## src/hdl/dma_arb_pkg.sv

```systemverilog
package dma_arb_pkg;

    // Channel count and widths.
    localparam int NUM_CH = 4;
    localparam int PRIO_W = 3;
    localparam int CNT_W = 16;

    // Register byte offsets on the AXI4-Lite slave.
    localparam logic [7:0] CPU_PRIO_OFS = 8'h00;
    localparam logic [7:0] BUS_CTRL_OFS = 8'h04;
    localparam logic [7:0] STATUS_OFS = 8'h08;
    localparam logic [7:0] ARB_STAT_OFS = 8'h0C;
    localparam logic [7:0] CH_BASE_OFS = 8'h10;
    localparam logic [7:0] CH_STRIDE = 8'h10;
    localparam logic [7:0] MODE_SUB = 8'h00;
    localparam logic [7:0] ADDR_CTL_SUB = 8'h04;
    localparam logic [7:0] COUNT_SUB = 8'h08;

    // Field positions in the CPU priority control register.
    localparam int CPU_LVL_LSB = 0;
    localparam int PCE_BIT = 8;
    // Field positions in bus control register two.
    localparam int ALT_SEL_BIT = 0;
    // Field positions in each channel mode register.
    localparam int TE_BIT = 0;
    localparam int TEF_BIT = 1;
    localparam int TEIE_BIT = 2;
    localparam int ESF_BIT = 3;
    localparam int ESCAPE_END_IRQ_ENABLE_BIT = 4;
    localparam int SZE_BIT = 5;
    localparam int PEND_BIT = 6;
    localparam int BLK_BIT = 7;
    localparam int RPT_BIT = 8;
    localparam int BURST_BIT = 9;
    localparam int DUAL_BIT = 10;
    localparam int CH_LVL_LSB = 12;
    localparam int ASZ_LSB = 16;
    localparam int BSZ_LSB = 24;
    // Field positions in each address control register.
    localparam int RPE_BIT = 0;
    localparam int SAE_BIT = 1;
    localparam int DAE_BIT = 2;

    // Reset values and bus answers.
    localparam logic [31:0] ZERO_WORD = 32'h0000_0000;
    localparam logic [1:0] RESP_OKAY = 2'h0;
    localparam logic [1:0] RESP_SLVERR = 2'h2;
    localparam logic [CNT_W-1:0] CNT_ZERO = 16'h0000;

    // Bus ownership decided by the arbiter.
    typedef enum logic [1:0] {
        OWN_CPU = 2'b00,
        OWN_DMA_RD = 2'b01,
        OWN_DMA_WR = 2'b10,
        OWN_EXT = 2'b11
    } owner_e;

    // Transfer events from the address and count datapath, per channel.
    typedef struct packed {
        logic xfer_done;
        logic next_req;
        logic src_ovf;
        logic dst_ovf;
        logic rpt_done;
        logic internal;
    } ch_event_s;

    // Requests from the other bus users.
    typedef struct packed {
        logic cpu_req;
        logic peer_req;
        logic refresh_req;
        logic ext_release_req;
    } bus_req_s;

endpackage : dma_arb_pkg

```

## src/hdl/dma_prio_arb_irq.sv

```systemverilog
// Overview of operation
// - Per-channel and CPU three-bit priority levels.
// - Higher CPU level masks channel request.
// - Equal or higher channel level gets accepted.
// - Masked request held; enable clear discards it.
// - Disabled priority control: CPU lowest.
// - Read and write of transfer stay together.
// - Block or burst: DMA holds bus consecutively.
// - Channel change or cycle steal alternates.
// - Alternate select set: bus alternates.
// - External release inserted between transfers, even in burst.
// - Release after write; internal access concurrent.
// - Per-channel end and escape interrupt outputs.
// - End interrupt is flag AND enable.
// - Escape interrupt is flag AND enable.
// - Four escape causes share one output.
// - Separate enables per cause.
// - End flag set when count reaches zero with end enable set.
// - Escape flag set by enabled cause.
// - Size error: remaining count below size.
// - Repeat end after full repeat size.
// - Overflow past extended repeat area.
module dma_prio_arb_irq
    import dma_arb_pkg::*;
(
    // Clock and reset.
    input wire logic aclk,
    input wire logic aresetn,
    // AXI4-Lite write channels.
    input wire logic [7:0] s_awaddr,
    input wire logic s_awvalid,
    output logic s_awready,
    input wire logic [31:0] s_wdata,
    input wire logic [3:0] s_wstrb,
    input wire logic s_wvalid,
    output logic s_wready,
    output logic [1:0] s_bresp,
    output logic s_bvalid,
    input wire logic s_bready,
    // AXI4-Lite read channels.
    input wire logic [7:0] s_araddr,
    input wire logic s_arvalid,
    output logic s_arready,
    output logic [31:0] s_rdata,
    output logic [1:0] s_rresp,
    output logic s_rvalid,
    input wire logic s_rready,
    // Channel requests and datapath events.
    input wire logic [NUM_CH-1:0] ch_req,
    input wire dma_arb_pkg::ch_event_s [NUM_CH-1:0] ch_ev,
    // Other bus masters and the exception priority level.
    input wire dma_arb_pkg::bus_req_s bus_req,
    input wire logic [PRIO_W-1:0] cpu_exc_level,
    // Bus grant and accepted channel.
    output dma_arb_pkg::owner_e bus_owner,
    output logic [NUM_CH-1:0] ch_grant,
    output logic ext_release_grant,
    // Interrupt requests.
    output logic [NUM_CH-1:0] transfer_end_irq_ch,
    output logic [NUM_CH-1:0] escape_end_irq_ch
);
    import dma_arb_pkg::*;

    // Priority control register and bus control register two.
    logic [PRIO_W-1:0] cpu_priority_level_q;
    logic priority_control_enable_q;
    logic internal_bus_alternate_select_q;
    // Per-channel mode, address control and transfer count.
    logic [31:0] channel_mode_reg_q [NUM_CH];
    logic [2:0] channel_address_control_reg_q [NUM_CH];
    logic [CNT_W-1:0] transfer_count_q [NUM_CH];
    // Arbiter state.
    owner_e owner_q;
    logic [1:0] cur_ch_q;
    logic last_dma_q;

    // Decodes the channel index of a channel register address.
    function automatic logic [1:0] ch_of(input logic [7:0] a);
        logic [7:0] rel;
        rel = a - CH_BASE_OFS;
        return rel[5:4];
    endfunction : ch_of

    // True when the address hits a channel register block.
    function automatic logic is_ch(input logic [7:0] a);
        return (a >= CH_BASE_OFS) && (a < CH_BASE_OFS + 4 * CH_STRIDE);
    endfunction : is_ch

    // Write path: both address and data are latched, in either order.
    logic aw_hold_q, w_hold_q;
    logic [7:0] aw_q;
    logic [31:0] w_q;
    wire logic do_write = aw_hold_q && w_hold_q && !s_bvalid;
    wire logic [7:0] w_sub = aw_q - CH_BASE_OFS;
    wire logic [1:0] w_ch = ch_of(aw_q);
    wire logic w_in_ch = is_ch(aw_q);
    wire logic w_mapped = w_in_ch || aw_q == CPU_PRIO_OFS
        || aw_q == BUS_CTRL_OFS || aw_q == STATUS_OFS
        || aw_q == ARB_STAT_OFS;
    assign s_awready = !aw_hold_q;
    assign s_wready = !w_hold_q;

    // Address and data capture, and write response handshake.
    always_ff @(posedge aclk) begin
        if (!aresetn) begin
            aw_hold_q <= 1'b0;
            w_hold_q <= 1'b0;
            aw_q <= 8'h00;
            w_q <= ZERO_WORD;
            s_bvalid <= 1'b0;
            s_bresp <= RESP_OKAY;
        end else begin
            if (s_awvalid && s_awready) begin
                aw_hold_q <= 1'b1;
                aw_q <= s_awaddr;
            end
            if (s_wvalid && s_wready) begin
                w_hold_q <= 1'b1;
                w_q <= s_wdata;
            end
            if (do_write) begin
                aw_hold_q <= 1'b0;
                w_hold_q <= 1'b0;
                s_bvalid <= 1'b1;
                s_bresp <= w_mapped ? RESP_OKAY : RESP_SLVERR;
            end else if (s_bvalid && s_bready) begin
                s_bvalid <= 1'b0;
            end
        end
    end

    // Global control registers; the CPU level tracks exception priority.
    always_ff @(posedge aclk) begin
        if (!aresetn) begin
            cpu_priority_level_q <= 3'h0;
            priority_control_enable_q <= 1'b0;
            internal_bus_alternate_select_q <= 1'b0;
        end else begin
            cpu_priority_level_q <= cpu_exc_level;
            if (do_write && aw_q == CPU_PRIO_OFS) begin
                priority_control_enable_q <= w_q[PCE_BIT];
            end
            if (do_write && aw_q == BUS_CTRL_OFS) begin
                internal_bus_alternate_select_q <= w_q[ALT_SEL_BIT];
            end
        end
    end

    // Per-channel effective request gating and interrupt generation.
    logic [NUM_CH-1:0] ch_ok;
    logic [NUM_CH-1:0] ch_pending;
    genvar g;
    generate
        for (g = 0; g < NUM_CH; g++) begin : gen_ch
            wire logic [31:0] md = channel_mode_reg_q[g];
            wire logic [2:0] ac = channel_address_control_reg_q[g];
            wire logic [CNT_W-1:0] cnt = transfer_count_q[g];
            wire logic [7:0] asz = md[ASZ_LSB +: 8];
            wire logic [7:0] bsz = md[BSZ_LSB +: 8];
            wire logic [PRIO_W-1:0] lvl = md[CH_LVL_LSB +: PRIO_W];
            wire logic [PRIO_W-1:0] cpu_eff =
                priority_control_enable_q ? cpu_priority_level_q : 3'h0;
            // mask when CPU outranks, accept when equal or above
            assign ch_ok[g] = lvl >= cpu_eff;
            wire logic wr_hit = do_write && w_in_ch && w_ch == g;
            wire logic wr_mode = wr_hit && w_sub[3:0] == MODE_SUB[3:0];
            wire logic ev_step = ch_ev[g].xfer_done && ch_grant[g];
            // size error against access or block size
            wire logic size_err = md[SZE_BIT] && ch_ev[g].next_req
                && (cnt < {8'h00, (md[BLK_BIT] ? bsz : asz)});
            // repeat end when next request follows a full repeat
            wire logic rpt_end = ac[RPE_BIT] && md[RPT_BIT]
                && ch_ev[g].rpt_done && ch_ev[g].next_req;
            wire logic ovf = (ac[SAE_BIT] && ch_ev[g].src_ovf)
                || (ac[DAE_BIT] && ch_ev[g].dst_ovf);
            // any enabled cause raises the escape flag
            wire logic esc_set = md[TE_BIT] && (size_err || rpt_end || ovf);
            // count reaching zero with end enable set
            wire logic end_set = ev_step && cnt == 16'h0001
                && md[TEIE_BIT];
            wire logic zero_hit = ev_step && cnt == 16'h0001;
            assign ch_pending[g] = md[PEND_BIT];
            // end output from flag and enable
            assign transfer_end_irq_ch[g] = md[TEF_BIT] && md[TEIE_BIT];
            // shared escape output from flag and enable
            assign escape_end_irq_ch[g] = md[ESF_BIT] && md[ESCAPE_END_IRQ_ENABLE_BIT];

            // Mode register with hardware set winning over software clear.
            always_ff @(posedge aclk) begin
                if (!aresetn) begin
                    channel_mode_reg_q[g] <= ZERO_WORD;
                    channel_address_control_reg_q[g] <= 3'h0;
                    transfer_count_q[g] <= CNT_ZERO;
                end else begin
                    // software writes clear flags or restart
                    if (wr_mode) begin
                        channel_mode_reg_q[g] <= w_q;
                        channel_mode_reg_q[g][PEND_BIT] <=
                            w_q[TE_BIT] && md[PEND_BIT];
                    end else if (md[TE_BIT]) begin
                        channel_mode_reg_q[g][PEND_BIT] <=
                            (md[PEND_BIT] || ch_req[g]) && !ch_grant[g];
                    end
                    if (wr_hit && w_sub[3:0] == ADDR_CTL_SUB[3:0]) begin
                        channel_address_control_reg_q[g] <= w_q[2:0];
                    end
                    if (wr_hit && w_sub[3:0] == COUNT_SUB[3:0]) begin
                        transfer_count_q[g] <= w_q[CNT_W-1:0];
                    end else if (ev_step && cnt != CNT_ZERO) begin
                        transfer_count_q[g] <= cnt - 16'h0001;
                    end
                    if (end_set) begin
                        channel_mode_reg_q[g][TEF_BIT] <= 1'b1;
                    end
                    if (esc_set) begin
                        channel_mode_reg_q[g][ESF_BIT] <= 1'b1;
                    end
                    if (zero_hit || esc_set) begin
                        channel_mode_reg_q[g][TE_BIT] <= 1'b0;
                        channel_mode_reg_q[g][PEND_BIT] <= 1'b0;
                    end
                end
            end
        end
    endgenerate

    // Lowest accepted pending channel gets the next transfer.
    logic [NUM_CH-1:0] ready_ch;
    assign ready_ch = ch_pending & ch_ok;
    wire logic any_ready = |ready_ch;
    wire logic [1:0] pick = ready_ch[0] ? 2'd0 : ready_ch[1] ? 2'd1
        : ready_ch[2] ? 2'd2 : 2'd3;
    wire logic [31:0] cur_md = channel_mode_reg_q[cur_ch_q];
    wire logic cur_burst = cur_md[BLK_BIT] || cur_md[BURST_BIT];
    wire logic others = bus_req.cpu_req || bus_req.peer_req
        || bus_req.refresh_req;
    // alternate after a DMA transfer unless burst holds the bus
    wire logic yield = last_dma_q && others
        && (internal_bus_alternate_select_q || !cur_burst
            || pick != cur_ch_q);
    wire logic internal_now = ch_ev[cur_ch_q].internal;

    // Bus owner sequencing: read then write, never split.
    always_ff @(posedge aclk) begin
        if (!aresetn) begin
            owner_q <= OWN_CPU;
            cur_ch_q <= 2'd0;
            last_dma_q <= 1'b0;
        end else begin
            unique case (owner_q)
                OWN_DMA_RD: begin
                    owner_q <= OWN_DMA_WR;
                end
                OWN_DMA_WR, OWN_CPU, OWN_EXT: begin
                    // external release never between read and write
                    if (bus_req.ext_release_req && !internal_now) begin
                        owner_q <= OWN_EXT;
                        last_dma_q <= 1'b0;
                    end else if (any_ready && !yield) begin
                        // burst keeps DMA on the bus
                        owner_q <= OWN_DMA_RD;
                        cur_ch_q <= pick;
                        last_dma_q <= 1'b1;
                    end else begin
                        owner_q <= OWN_CPU;
                        last_dma_q <= 1'b0;
                    end
                end
            endcase
        end
    end
    assign bus_owner = owner_q;
    // internal access may run beside the external release
    assign ext_release_grant = owner_q == OWN_EXT
        || (bus_req.ext_release_req && internal_now
            && owner_q != OWN_CPU);
    generate
        for (g = 0; g < NUM_CH; g++) begin : gen_grant
            assign ch_grant[g] = owner_q == OWN_DMA_WR && cur_ch_q == g;
        end
    endgenerate

    // Read path: one read at a time, answered the next cycle.
    wire logic [1:0] r_ch = ch_of(s_araddr);
    wire logic [7:0] r_sub = s_araddr - CH_BASE_OFS;
    logic [31:0] rd_val;
    logic rd_ok;
    always_comb begin
        rd_val = ZERO_WORD;
        rd_ok = 1'b1;
        if (s_araddr == CPU_PRIO_OFS) begin
            rd_val[CPU_LVL_LSB +: PRIO_W] = cpu_priority_level_q;
            rd_val[PCE_BIT] = priority_control_enable_q;
        end else if (s_araddr == BUS_CTRL_OFS) begin
            rd_val[ALT_SEL_BIT] = internal_bus_alternate_select_q;
        end else if (s_araddr == STATUS_OFS) begin
            rd_val = {24'h00_0000, escape_end_irq_ch, transfer_end_irq_ch};
        end else if (s_araddr == ARB_STAT_OFS) begin
            rd_val = {28'h000_0000, cur_ch_q, owner_q};
        end else if (is_ch(s_araddr) && r_sub[3:0] == MODE_SUB[3:0]) begin
            rd_val = channel_mode_reg_q[r_ch];
        end else if (is_ch(s_araddr) && r_sub[3:0] == ADDR_CTL_SUB[3:0])
        begin
            rd_val = {29'h0000_0000, channel_address_control_reg_q[r_ch]};
        end else if (is_ch(s_araddr) && r_sub[3:0] == COUNT_SUB[3:0]) begin
            rd_val = {16'h0000, transfer_count_q[r_ch]};
        end else begin
            rd_ok = 1'b0;
        end
    end
    assign s_arready = !s_rvalid;

    // Read data register.
    always_ff @(posedge aclk) begin
        if (!aresetn) begin
            s_rvalid <= 1'b0;
            s_rdata <= ZERO_WORD;
            s_rresp <= RESP_OKAY;
        end else if (s_arvalid && s_arready) begin
            s_rvalid <= 1'b1;
            s_rdata <= rd_val;
            s_rresp <= rd_ok ? RESP_OKAY : RESP_SLVERR;
        end else if (s_rready) begin
            s_rvalid <= 1'b0;
        end
    end

    // Checks on the arbiter and interrupt outputs.
    property p_rd_wr_pair;
        @(posedge aclk) disable iff (!aresetn)
        owner_q == OWN_DMA_RD |=> owner_q == OWN_DMA_WR;
    endproperty
    a_rd_wr_pair: assert property (p_rd_wr_pair)
        else $error("DMA read not followed by write");
    property p_end_irq;
        @(posedge aclk) disable iff (!aresetn)
        transfer_end_irq_ch[0] == (channel_mode_reg_q[0][TEF_BIT]
            && channel_mode_reg_q[0][TEIE_BIT]);
    endproperty
    a_end_irq: assert property (p_end_irq)
        else $error("End interrupt mismatch");
    property p_esc_irq;
        @(posedge aclk) disable iff (!aresetn)
        escape_end_irq_ch[1] == (channel_mode_reg_q[1][ESF_BIT]
            && channel_mode_reg_q[1][ESCAPE_END_IRQ_ENABLE_BIT]);
    endproperty
    a_esc_irq: assert property (p_esc_irq)
        else $error("Escape interrupt mismatch");
    property p_sticky;
        @(posedge aclk) disable iff (!aresetn)
        $rose(channel_mode_reg_q[0][TEF_BIT]) && !do_write
            |=> channel_mode_reg_q[0][TEF_BIT];
    endproperty
    a_sticky: assert property (p_sticky)
        else $error("End flag dropped");
    property p_mask;
        @(posedge aclk) disable iff (!aresetn)
        owner_q == OWN_DMA_RD |-> cur_ch_q == 2'd0 && $past(ready_ch[0])
            || cur_ch_q == 2'd1 && $past(ready_ch[1]) || cur_ch_q == 2'd2
            && $past(ready_ch[2]) || cur_ch_q == 2'd3 && $past(ready_ch[3]);
    endproperty
    a_mask: assert property (p_mask)
        else $error("Masked channel started");
    property p_lowest;
        @(posedge aclk) disable iff (!aresetn)
        !priority_control_enable_q |-> &ch_ok;
    endproperty
    a_lowest: assert property (p_lowest)
        else $error("Request masked with control off");
    property p_zero_end;
        @(posedge aclk) disable iff (!aresetn)
        ch_grant[0] && ch_ev[0].xfer_done && transfer_count_q[0] == 16'h0001
            && channel_mode_reg_q[0][TEIE_BIT] && !do_write
            |=> transfer_end_irq_ch[0] ##0 transfer_count_q[0] == CNT_ZERO;
    endproperty
    a_zero_end: assert property (p_zero_end)
        else $error("End flag not set at zero count");
    property p_alt;
        @(posedge aclk) disable iff (!aresetn)
        internal_bus_alternate_select_q && owner_q == OWN_DMA_WR
            && bus_req.cpu_req && !bus_req.ext_release_req
            |=> owner_q != OWN_DMA_RD;
    endproperty
    a_alt: assert property (p_alt)
        else $error("No alternation with select set");
    c_write: cover property (@(posedge aclk) disable iff (!aresetn)
        owner_q == OWN_DMA_WR);
    c_ext: cover property (@(posedge aclk) disable iff (!aresetn)
        owner_q == OWN_EXT);
    c_esc: cover property (@(posedge aclk) disable iff (!aresetn)
        |escape_end_irq_ch);

endmodule : dma_prio_arb_irq

```

## config.mk

```make
export PLATFORM = sky130hd
export DESIGN_NAME = dma_prio_arb_irq
export DESIGN_NICKNAME = d
export VERILOG_FILES = /design/src/hdl/dma_arb_pkg.sv /design/src/hdl/dma_prio_arb_irq.sv
export SDC_FILE = /design/constraint.sdc
export NUM_CORES = 1
export LEC_CHECK = 0
export ABC_AREA = 1
export BUFFER_PORTS_ARGS = -buffer_cell sky130_fd_sc_hd__buf_2
export CORE_MARGIN = 8
export CORE_UTILIZATION = 35
export DETAILED_ROUTE_END_ITERATION = 8
export GPL_ROUTABILITY_DRIVEN = 0
export PLACE_DENSITY_LB_ADDON = 0.15
export REMOVE_ABC_BUFFERS = 1
export SYNTH_ARGS = -nofsm -noshare
export SYNTH_HDL_FRONTEND = slang
export SYNTH_SLANG_ARGS = --single-unit
```

## constraint.sdc

```tcl
create_clock -name aclk -period 2.2 [get_ports aclk]
set_input_delay 0.22 -clock aclk [delete_from_list [all_inputs] [get_ports aclk]]
set_output_delay 0.22 -clock aclk [all_outputs]
set_load 0.03 [all_outputs]
```

==> Yosys cells after proc, flatten, opt, wreduce, memory -nomap -nowiden <==
Memories as Yosys holds them, arrays and structs flattened. A register that Yosys moved wholly into a read port is not among the register bits.
Cells that the tools add are included.
{ "word_totals": {"ff_bits": 90, "ram_bits": 204, "inputBits": 94, "out_inout_bits": 56, "wordCells": 453, "mem_count": 3} }
{ "mem_list": {"columns": ["name", "depth", "width", "rd", "rd_clocked_by_memory_dff", "write_ports", "line_no", "source"], "rows": [
  ["channel_mode_reg_q", 4, 32, 6, 1, 4, "dma_prio_arb_irq.sv:69", "logic [31:0] channel_mode_reg_q [NUM_CH];"],
  ["transfer_count_q", 4, 16, 5, 0, 4, "dma_prio_arb_irq.sv:71", "logic [CNT_W-1:0] transfer_count_q [NUM_CH];"],
  ["channel_address_control_reg_q", 4, 3, 5, 0, 4, "dma_prio_arb_irq.sv:70", "logic [2:0] channel_address_control_reg_q [NUM_CH];"]
]} }
{ "classes": {"addsub": 6, "n_lt_le_gt_ge": 13, "eq_ne": 24, "muxes": 186, "bitwise": 43, "reduce_logical": 163} }
{ "ops": {"columns": ["op", "count"], "rows": [
  ["$mux W32", 7],
  ["$mux W16", 10],
  ["$mux W1", 147],
  ["$logic_and A1 B1 Y1", 104],
  ["$eq A16 B1 Y1 const B", 4],
  ["$lt A16 B8 Y1", 4],
  ["$reduce_bool A16 Y1", 4],
  ["$sub A16 B1 Y16 const B", 4],
  ["$or A1 B1 Y1", 40],
  ["$eq A8 B4 Y1 const B", 4],
  ["$mux W8", 4],
  ["$mux W31", 1],
  ["$logic_or A1 B1 Y1", 30],
  ["$mux W23", 1],
  ["$mux W3", 6],
  ["$eq A8 B3 Y1 const B", 2],
  ["$ge A8 B5 Y1 const B", 2],
  ["$logic_not A8 Y1", 2],
  ["$lt A8 B7 Y1 const B", 2],
  ["$mux W2", 7],
  ["$bmux W6 S2", 1],
  ["$eq A2 B2 Y1 const B", 6],
  ["$ge A3 B3 Y1", 4],
  ["$sub A6 B5 Y6 const B", 2],
  ["17 further kinds", 37]
]} }

==> Longest topological paths before layout <==
Gate-level depths: netlist (run 1).
{ "depth": {"word_depth": 14, "mapped_depth": 16, "mapped_depth_nobuf": 16} }

==> Worst setup path before layout (run 1) <==
No wires, ideal clock.
{ "synth_path": {"path_type": "flip-flop to flip-flop", "from": "register owner_q[1], in the netlist bus_owner[1]", "to": "memory transfer_count_q[2][0] (enable)", "setup_time_ns": 0.372, "arrival_ns": 2.246, "required_time_ns": 1.828, "path_slack_ns": -0.418, "stages_incl_launch_ff": 10, "path_buffers": 1, "synth_period_minus_slack_ns": 2.618, "path_cell_list": "dfxtp_1 -> nand2_1 -> nor3_2 -> nand2_1 -> clkinv_1 -> nand3_2 -> o21ai_4 -> buf_8 -> inv_1 -> nand2_1"} }
{ "synth_lines": {"columns": ["element", "line_no", "source"], "rows": [
  ["start: declaration", "dma_prio_arb_irq.sv:73", "owner_e owner_q;"],
  ["start signal: assignment", "dma_prio_arb_irq.sv:246", "owner_q <= OWN_CPU;"],
  ["start signal: assignment", "dma_prio_arb_irq.sv:252", "owner_q <= OWN_DMA_WR;"],
  ["start signal: assignment", "dma_prio_arb_irq.sv:257", "owner_q <= OWN_EXT;"],
  ["end: declaration", "dma_prio_arb_irq.sv:71", null]
]} }

==> results.md, run 1 <==
* Status: finished clean
* Antenna violations before repair at 0
* Worst r2r src: channel_mode_reg_q[1][7]
* Synthesis Warnings at 0
* Final WS setup at 0.0461 ns
* Routed WL at 60600 um
* Worst-Skew Late Latency at 0.56 ns
* Count of cell types in the netlist at 53
* Cell Area, Synth at 0.0164 mm^2
* FMAX at 464 MHz
* Max_cap viols at 0
* Final hold violation count at 0
* Leak at 8.88 nW
* Layout Skew at 0.0137 ns
* Drt first pass iters at 5
* First-pass GRT wire length at 91300 um
* Synth Area in Compound Gates at 0.159
* Via density at 5.18
* Routed wire length per instance at 20.6 um
* Fillers at 4595
* Core footprint at 0.0465 mm^2
* Clock-pin slew on the worst setup and hold paths at 0.06 ns
* DRT iter0 DRCs at 1192
* Syn Area/Cell at 8.34 um^2
* Multi-input logic area at 0.00761 mm^2
* Tcrit/Tclk final at 0.979
* TritonCTS clock tree: done
* Cells on worst reg2reg path at 13
* FF+latch count, synth at 294
* Unrepaired setup endpoints after global routing: true
* GRT Residual Overflow at 0
* TritonCTS buffer count at 38
* Vias at 15200
* Tightest Pin Transition at 0.758 ns
* Hold EP: w_q[9]
* Final period demand of the worst path at 2.15 ns
* Post-route ant nets at 0
* Number of clock sinks at 294
* Hold_sp: s_wdata[9]
* Pwr Density at 707 mW/mm^2
* Flop2flop setup slack at 0.05 ns
* Crit Path Class: reg -> reg
* Largest family of logic cells by synthesized area: simple AND/OR/NAND/NOR gates
* XOR/XNOR Fraction of Synth Area at 0.0213
* FP Rows at 79
* Final setup violation count at 0
* Worst hold stages at 3
* WP data required at 2.51 ns
* Post-place setup slack at -0.0716 ns
* Reg-to-reg endpoint: channel_mode_reg_q[1][6]
* Post-synthesis mux area share at 0.0170
* Worst Hold Class: in -> reg
* H-Tree Depth at 2
* HPWL after detailed placement at 46100 um
* Vias in the first global route at 15200
* Largest net degree at the start of global routing at 101
* CP Capture Type: flop
* Drc violations at 0
* # IOs at 150
* # port buffers at 143
* Maximum buffer depth of the clock tree at 3
* Die width at 233 um
* CP Max Fanout at 3
* Core Util, Final at 0.458
* Seq/Total Area, Yosys at 0.482
* DIE AREA at 0.0542 mm^2
* Initial Util at 0.354
* Share of layout cells above drive strength 1 at 0.235
* Die Y-Extent at 233 um
* Root buf cell: clkbuf_16
* CP Data Arrival Time at 2.47 ns
* Slew headroom at 0.494
* Layout Nets at 2452
* CP startpoint kind: flop
* Adder-cell share of the synthesized area at 0.0411
* Peak supply drop at 0.515 mV
* Inserted Diodes at 0
* Simple-Gate Fraction of Synth Area at 0.204
* Gr usage total at 0.221
* FF+latch area at 0.00793 mm^2
* Layout Area Growth over Synthesis at 29.2%
* Max-slew violations at 0
* Post-Syn Instances at 1971
-- synth_stat cells, drive strengths merged --
cell type	count	area [um^2]
a211oi	2	15.0
a21boi	1	18.8
a21oi	176	918
a22o	4	35.0
a22oi	4	30.0
a31oi	11	68.8
a32o	2	20.0
a41oi	2	17.5
and3	1	6.26
buf	36	251
clkbuf	52	195
clkinv	7	26.3
conb	1	3.75
dfxtp	90	1800
edfxtp	204	6130
ha	54	676
inv	206	776
mux2i	28	280
nand2	317	1230
nand3	83	448
nand3b	2	15.0
nand4	18	113
nor2	320	1290
nor3	32	201
nor4	4	25.0
nor4b	1	8.76
o211ai	7	52.6
o21a	2	15.0
o21ai	222	1170
o22ai	39	244
o31ai	1	7.51
or2	2	12.5
xnor2	7	61.3
xor2	33	289
-- worst max-delay path by stage --
stage / start / end / slack, ns / cells past startpoint
2_1_floorplan: s_araddr[4] / s_rdata[4] / -2.01 / 12
3_3_place_gp: s_araddr[5] / s_rdata[8] / -0.04 / 11
3_5_place_dp: channel_mode_reg_q[3][7] / channel_mode_reg_q[3][0] / -0.07 / 14
4_1_cts: channel_mode_reg_q[1][7] / channel_mode_reg_q[1][6] / 0.03 / 13
5_1_grt: channel_mode_reg_q[1][7] / channel_mode_reg_q[1][3] / -0.08 / 13
6_report: channel_mode_reg_q[1][7] / channel_mode_reg_q[1][6] / 0.05 / 13
-- state kept, by name, summed over array words and instances (netlist names), named ones only --
name	count
aw_hold_q	1
aw_q	8
bus_owner	2
channel_address_control_reg_q	12
channel_mode_reg_q	128
cpu_priority_level_q	3
cur_ch_q	2
internal_bus_alternate_select_q	1
last_dma_q	1
priority_control_enable_q	1
s_bresp	1
s_bvalid	1
s_rdata	32
s_rresp	1
s_rvalid	1
transfer_count_q	64
w_hold_q	1
w_q	32
-- cells by family (layout without fill, tap and decap cells) --
logic type,Yosys count,after routing
buffers and inverters,301,663
AND/OR/NAND/NOR,780,780
other,1,2
adder cells (fa/ha/maj),54,54
XOR/XNOR,40,40
flip-flops,294,294
AO/OA/AOI/OAI,473,473
multiplexers,28,28
-- worst max-delay path: stages (launching register included) --
cell	delay, ns
edfxtp_1	0.44
buf_4	0.19
mux2i_4	0.18
ha_1	0.29
a21oi_1	0.15
nor3_1	0.06
nor2_1	0.08
nand2_1	0.06
nand2_1	0.05
nand2_1	0.07
nand2_2	0.12
nand3_2	0.09
nand2_2	0.08
nor2_1	0.04
-- cell type report --
class | instances | share of cell area
clock buffer | 61 | 0.0562
timing repair buffer | 380 | 0.136
sequential | 294 | 0.373
clock inverter | 9 | 0.00318
multi-input combinational | 1377 | 0.358
tap | 607 | 0.0357
inverter | 213 | 0.0379
-- power breakdown --
group | internal (mW) | total, mW | leakage [nW] | switching [mW]
Combinational | 0.847 | 2.34 | 5.41 | 1.49
Sequential | 6.18 | 6.40 | 2.85 | 0.213
Clock | 3.84 | 6.29 | 0.621 | 2.45
Total | 10.9 | 15.0 | 8.88 | 4.15
-- layer usage --
metal / part of all wire / routed length, um / global-route usage / vias up
met5: 0 / 0 / 0 / -
met4: 0.024 / 1480 / 0.0588 / 0
met3: 0.082 / 5000 / 0.0414 / 88
met2: 0.45 / 27100 / 0.351 / 578
met1: 0.45 / 27000 / 0.306 / 7211
li1: - / - / - / 7347
-- repair_timing --
action / CTS / global route
endpoints found under the hold margin: 46 / 0
hold buffers: 46 / 0
resized for setup: 19 / 66
buffers inserted: 0 / 9
pin swaps: 8 / 15
setup endpoints to repair: 16 / 181
-- cell usage in the layout (no fill, tap or decap), types with 39 or more instances in the layout --
cell type,instances
nand2_1,288
nor2_1,281
edfxtp_1,204
inv_1,190
o21ai_0,190
buf_4,167
a21oi_1,159
buf_2,142
dfxtp_1,88
nand3_1,69
ha_1,50
dlygate4sd3_1,46
clkbuf_16,44
o22ai_1,39
-- through the flow --
step / area, um^2 / power (mW) / TNS, ns / hold slack, ns / cells
CTS: 20900 / 15.1 / 0 / 0.0264 / 2932
global placement: 19100 / 8.67 / -0.104 / 0.421 / 2817
floorplan: 16000 / 7.59 / -92.41 / 0.313 / 1884
finish: 21300 / 15.0 / 0 / 0.0497 / 2941
detailed placement: 19100 / 8.69 / -0.542 / 0.426 / 2817
global route: 21300 / 15.6 / -0.719 / 0.0323 / 2941
No activity file was read; power rests on OpenSTA's default activity.
==> run 2, diff against run 1 <==
--- a/config.mk
+++ b/config.mk
@@ -9,10 +9,13 @@
 export BUFFER_PORTS_ARGS = -buffer_cell sky130_fd_sc_hd__buf_2
 export CORE_MARGIN = 8
 export CORE_UTILIZATION = 35
+export CTS_CLUSTER_DIAMETER = 60
 export DETAILED_ROUTE_END_ITERATION = 8
 export GPL_ROUTABILITY_DRIVEN = 0
+export HOLD_SLACK_MARGIN = 0.1
 export PLACE_DENSITY_LB_ADDON = 0.15
 export REMOVE_ABC_BUFFERS = 1
+export SETUP_SLACK_MARGIN = 0.4
 export SYNTH_ARGS = -nofsm -noshare
 export SYNTH_HDL_FRONTEND = slang
 export SYNTH_SLANG_ARGS = --single-unit
==> results.md, run 2 (synthesis results as in run 1) <==
* Vias in the first global route at 15800
* Inserted Diodes at 0
* Violated checks: negative setup slack
* FMAX at 442 MHz
* Initial Util at 0.354
* Switching Share at 0.289
* Critical-path top delay cell: edfxtp_1
* CP Capture Type: flop
* Max-slew violations at 0
* Gr usage total at 0.230
* Sequential share of power at 0.401
* Worst r2r src: channel_mode_reg_q[3][7]
* Final setup violation count at 6
* Crit path top cell by count: nand2_2
* Maximum buffer depth of the clock tree at 3
* CP Max Fanout at 2
* Core footprint at 0.0465 mm^2
* Post-route ant nets at 0
* Pint at 11.4 mW
* DRT iter0 DRCs at 1318
* Top Registers: channel_mode_reg_q x128, transfer_count_q x64
* TritonCTS clock tree: done
* Vias at 15900
* Fillers at 4359
* Layout Nets at 2545
* Critical path startpoint: channel_mode_reg_q[3][7]
* DIE AREA at 0.0542 mm^2
* Antenna violations before repair at 1
* Fin cells at 3036
* Worst-path cell chain: buf_6 -> mux2i_2 -> ha_1 -> a21oi_2 -> nand3_1 -> nor2_1 -> nand2_2 -> nand2_2 -> nand2_2 -> nand2_2 -> buf_12 -> nand3_4 -> nand2_2 -> nor2_1
* Max reg flops at 128
* Max_cap viols at 0
* Peak supply drop at 0.526 mV
* Final period demand of the worst path at 2.26 ns
* Combinational Power Share at 0.176
* TritonCTS buffer count at 40
* Largest net degree at the start of global routing at 101
* Crit-path max cell delay at 0.42 ns
* Drt first pass iters at 5
* Tcrit/Tclk final at 1.03
* Via density at 5.23
* CP Data Arrival Time at 2.58 ns
* Die width at 233 um
* Die Y-Extent at 233 um
* Hold_sp: aresetn
* Routed WL at 64200 um
* Final hold violation count at 0
* Worst-Skew Late Latency at 0.57 ns
* Reg with most FFs: channel_mode_reg_q
* Slew headroom at 0.454
* FF+latch area at 0.00795 mm^2
* GRT Residual Overflow at 0
* Leak at 9.74 nW
* Layout Skew at 0.0211 ns
* Root buf cell: clkbuf_16
* Core Util, Final at 0.507
* Pwr Total at 16.0 mW
* Clock-pin slew on the worst setup and hold paths at 0.05 ns
* HPWL after detailed placement at 46100 um
* FP Rows at 79
* Dpl cells at 2817
* Unrepaired setup endpoints after global routing: true
* Routed wire length per instance at 21.1 um
* Crit Path Class: reg -> reg
* First-pass GRT wire length at 94900 um
* Post-place setup slack at -0.0716 ns
* Net Sw Power at 4.62 mW
* CP startpoint kind: flop
* WP data required at 2.51 ns
* Drc violations at 0
* H-Tree Depth at 2
* # port buffers at 143
* Layout Area Growth over Synthesis at 43.1%
* Worst Hold Class: in -> reg
* Status: finished, violations left
* Share of layout cells above drive strength 1 at 0.333
* # IOs at 150
* Final WS setup at -0.0634 ns
* Most common cell after layout, fill and taps aside: nand2_1
* Multi-input logic area at 0.00856 mm^2
* Commonest non-fill, non-tap cells in the layout: 259 x nand2_1, 234 x nor2_1, 204 x edfxtp_1
* Pwr Density at 679 mW/mm^2
* Tightest Pin Transition at 0.818 ns
* Clock power share at 0.423
* Number of clock sinks at 294
-- run 2: cell types whose count changed in the layout (fill, tap and decap cells not counted), sizes merged --
cell,change
buf,+81
clkbuf,-3
clkinv,+8
clkinvlp,+2
dlygate4sd3,+6
inv,+1
-- run 2: final cells by class --
class | count | share of cell area
Sequential cell | 294 | 0.338
Timing Repair inverter | 1 | 0.000478
Tap cell | 607 | 0.0323
Inverter | 213 | 0.0365
Multi-Input combinational cell | 1377 | 0.364
Clock buffer | 55 | 0.0524
Clock inverter | 19 | 0.00643
Timing Repair Buffer | 470 | 0.171
-- run 2: worst paths after layout --
check	cells after the start	slack, ns	end
worst min register to register	2	0.46	s_rdata[16]
worst max-delay path	14	-0.06	channel_mode_reg_q[3][6]
worst max register to register	14	-0.06	channel_mode_reg_q[3][6]
worst min-delay path	4	0.20	cpu_priority_level_q[1]
-- run 2: metrics by stage --
stage	area, um^2	hold WS (ns)	TNS (ns)
floorplan	16000	0.313	-92.41
global placement	19100	0.421	-0.104
detailed placement	19100	0.426	-0.542
CTS	22600	0.155	-0.107
global route	23500	0.203	-1.58
finish	23500	0.201	-0.270
-- run 2: power by group through the flow --
stage / combinational, mW / clock, mW / sequential, mW
2_1_floorplan: 1.11 / 0 / 6.48
3_3_place_gp: 2.17 / 0 / 6.50
3_5_place_dp: 2.19 / 0 / 6.50
4_1_cts: 2.56 / 6.85 / 6.40
5_1_grt: 3.03 / 7.02 / 6.44
6_report: 2.81 / 6.75 / 6.41
-- run 2: timing repair --
item	in CTS	in global routing
pin swaps	84	74
endpoints found under the setup margin	398	412
gates resized for setup	228	204
hold endpoints to repair	49	0
buffers inserted	59	22
gates cloned	7	5
hold buffers	52	0
-- run 2: metal layers --
metal,track usage,share of wire
met3,0.0374,0.077
met2,0.367,0.45
met1,0.314,0.44
met5,0,0.00020
met4,0.0782,0.033
-- run 2: critical path: cells and delay by family, from the launching register on --
family | cells | cell delay [ns]
AO/OA/AOI/OAI | 1 | 0.14
adder cells (fa/ha/maj) | 1 | 0.28
buffers and inverters | 2 | 0.26
flip-flops | 1 | 0.42
multiplexers | 1 | 0.18
AND/OR/NAND/NOR | 9 | 0.72
==> run 3, diff against run 2 <==
--- a/config.mk
+++ b/config.mk
@@ -13,7 +13,7 @@
 export DETAILED_ROUTE_END_ITERATION = 8
 export GPL_ROUTABILITY_DRIVEN = 0
 export HOLD_SLACK_MARGIN = 0.1
-export PLACE_DENSITY_LB_ADDON = 0.15
+export PLACE_DENSITY_LB_ADDON = 0.25
 export REMOVE_ABC_BUFFERS = 1
 export SETUP_SLACK_MARGIN = 0.4
 export SYNTH_ARGS = -nofsm -noshare
==> results.md, run 3 (synthesis results as in run 1) <==
* GRT Residual Overflow at 0
* Drc violations at 0
* Vias at 16300
* Max-slew violations at 0
* Violated checks: negative setup slack
* Hold_sp: aresetn
* Drt first pass iters at 6
* Worst r2r src: channel_mode_reg_q[0][7]
* Worst path top cell family by delay: simple AND/OR/NAND/NOR gates
* TritonCTS clock tree: done
* CP startpoint kind: flop
* Finished Cell Area at 0.0238 mm^2
* Unrepaired setup endpoints after global routing: true
* Fin Hold WS at 0.134 ns
* Slew headroom at 0.448
* FP Rows at 79
* Die Y-Extent at 233 um
* Post-place setup slack at -0.417 ns
* CP Capture Type: flop
* Routed wire length per instance at 21.2 um
* Top Registers: channel_mode_reg_q x128, transfer_count_q x64
* Core footprint at 0.0465 mm^2
* Maximum buffer depth of the clock tree at 3
* Final setup violation count at 11
* Core Util, Final at 0.512
* Root buf cell: clkbuf_16
* Share of layout cells above drive strength 1 at 0.344
* Crit Path Class: reg -> reg
* Crit-path max cell delay at 0.47 ns
* Number of clock sinks at 294
* Status: finished, violations left
* DIE AREA at 0.0542 mm^2
* Worst Hold Class: in -> reg
* Vias in the first global route at 16000
* Initial Util at 0.354
* CP Max Fanout at 5
* Reg with most FFs: channel_mode_reg_q
* Final hold violation count at 0
* Antenna violations before repair at 2
* HPWL after detailed placement at 45500 um
* # IOs at 150
* Max reg flops at 128
* Inserted Diodes at 0
* # port buffers at 143
* Layout Nets at 2567
* Routed WL at 64900 um
* CP Data Arrival Time at 2.67 ns
* Most common cell after layout, fill and taps aside: nand2_1
* Gr usage total at 0.227
* CP bufs+invs at 2
* Leak at 9.82 nW
* Final WS setup at -0.163 ns
* Critical-path top delay cell: edfxtp_1
* Pwr Density at 656 mW/mm^2
* Post-DP Area at 0.0190 mm^2
* Post-route ant nets at 0
* Largest net degree at the start of global routing at 45
* TritonCTS buffer count at 40
* Worst-Skew Late Latency at 0.57 ns
* H-Tree Depth at 2
* Worst-path cell chain: buf_6 -> mux2i_4 -> ha_1 -> nand2_1 -> inv_1 -> nand2_1 -> nand2_1 -> nand2_1 -> nand2_2 -> nand2_2 -> nand2_2 -> nand2_4 -> nand3_4 -> nand2_2 -> nor2_1
* Die width at 233 um
* Final period demand of the worst path at 2.36 ns
* DRT iter0 DRCs at 1734
* Pwr Total at 15.6 mW
* FMAX at 423 MHz
* Peak supply drop at 0.475 mV
* Max_cap viols at 0
* First-pass GRT wire length at 94500 um
* Clock-pin slew on the worst setup and hold paths at 0.06 ns
* Critical path startpoint: channel_mode_reg_q[0][7]
* Commonest non-fill, non-tap cells in the layout: 248 x nand2_1, 231 x nor2_1, 213 x buf_4
* Layout Skew at 0.0225 ns
* Layout Area Growth over Synthesis at 44.7%
* Via density at 5.34
* Tcrit/Tclk final at 1.07
* WP data required at 2.51 ns
* Tightest Pin Transition at 0.827 ns
==> run 3: final timing paths <==
kind	endpoint	cells past startpoint	slack [ns]
setup reg to reg	channel_mode_reg_q[0][0]	15	-0.16
hold / removal	s_rdata[23]	3	0.13
setup / recovery	channel_mode_reg_q[0][0]	15	-0.16
hold reg to reg	s_rdata[25]	2	0.46
==> run 3: what timing repair did <==
item,4_1_cts,5_1_grt
pin swaps,88,88
setup buffers,64,35
endpoints found under the setup margin,406,432
cloned,9,9
resized for setup,252,217
endpoints found under the hold margin,49,0
hold buffers,51,0
==> run 3: report_power, final <==
group	leakage, nW	total (mW)	internal (mW)	switching [mW]
registers	2.85	6.39	6.18	0.212
clock network	0.619	6.35	3.72	2.63
logic	6.35	2.87	1.10	1.77
==> run 3: routing by layer <==
metal	global-route usage	part of all wire	up-vias
met5	0	0	-
met4	0.0856	0.041	0
met3	0.0452	0.098	160
met2	0.362	0.45	827
met1	0.302	0.42	7736
li1	-	-	7612
==> run 3: area by class of cell <==
| class | instances | area (um^2) |
|---|---|---|
| flip-flops and latches | 294 | 7950 |
| inverters | 213 | 870 |
| fillers | 4303 | 22700 |
| multi-input cells | 1377 | 8680 |
| repair inverters | 1 | 16.3 |
| well taps | 607 | 759 |
| clock buffers | 54 | 1110 |
| repair buffers | 492 | 4240 |
| clock inverters | 20 | 164 |
==> run 3: through the flow <==
stage / TNS (ns) / instances
after CTS: -0.522 / 3014
after floorplan: -92.41 / 1884
final: -0.987 / 3058
after global routing: -2.40 / 3058
after global placement: -2.32 / 2816
after detailed placement: -2.70 / 2816
==> run 3: worst register-to-register path: stages (launching register included) <==
cell	delay, ns
edfxtp_1	0.47
buf_6	0.20
mux2i_4	0.27
ha_1	0.26
nand2_1	0.06
inv_1	0.04
nand2_1	0.06
nand2_1	0.08
nand2_1	0.08
nand2_2	0.09
nand2_2	0.08
nand2_2	0.06
nand2_4	0.13
nand3_4	0.11
nand2_2	0.08
nor2_1	0.04
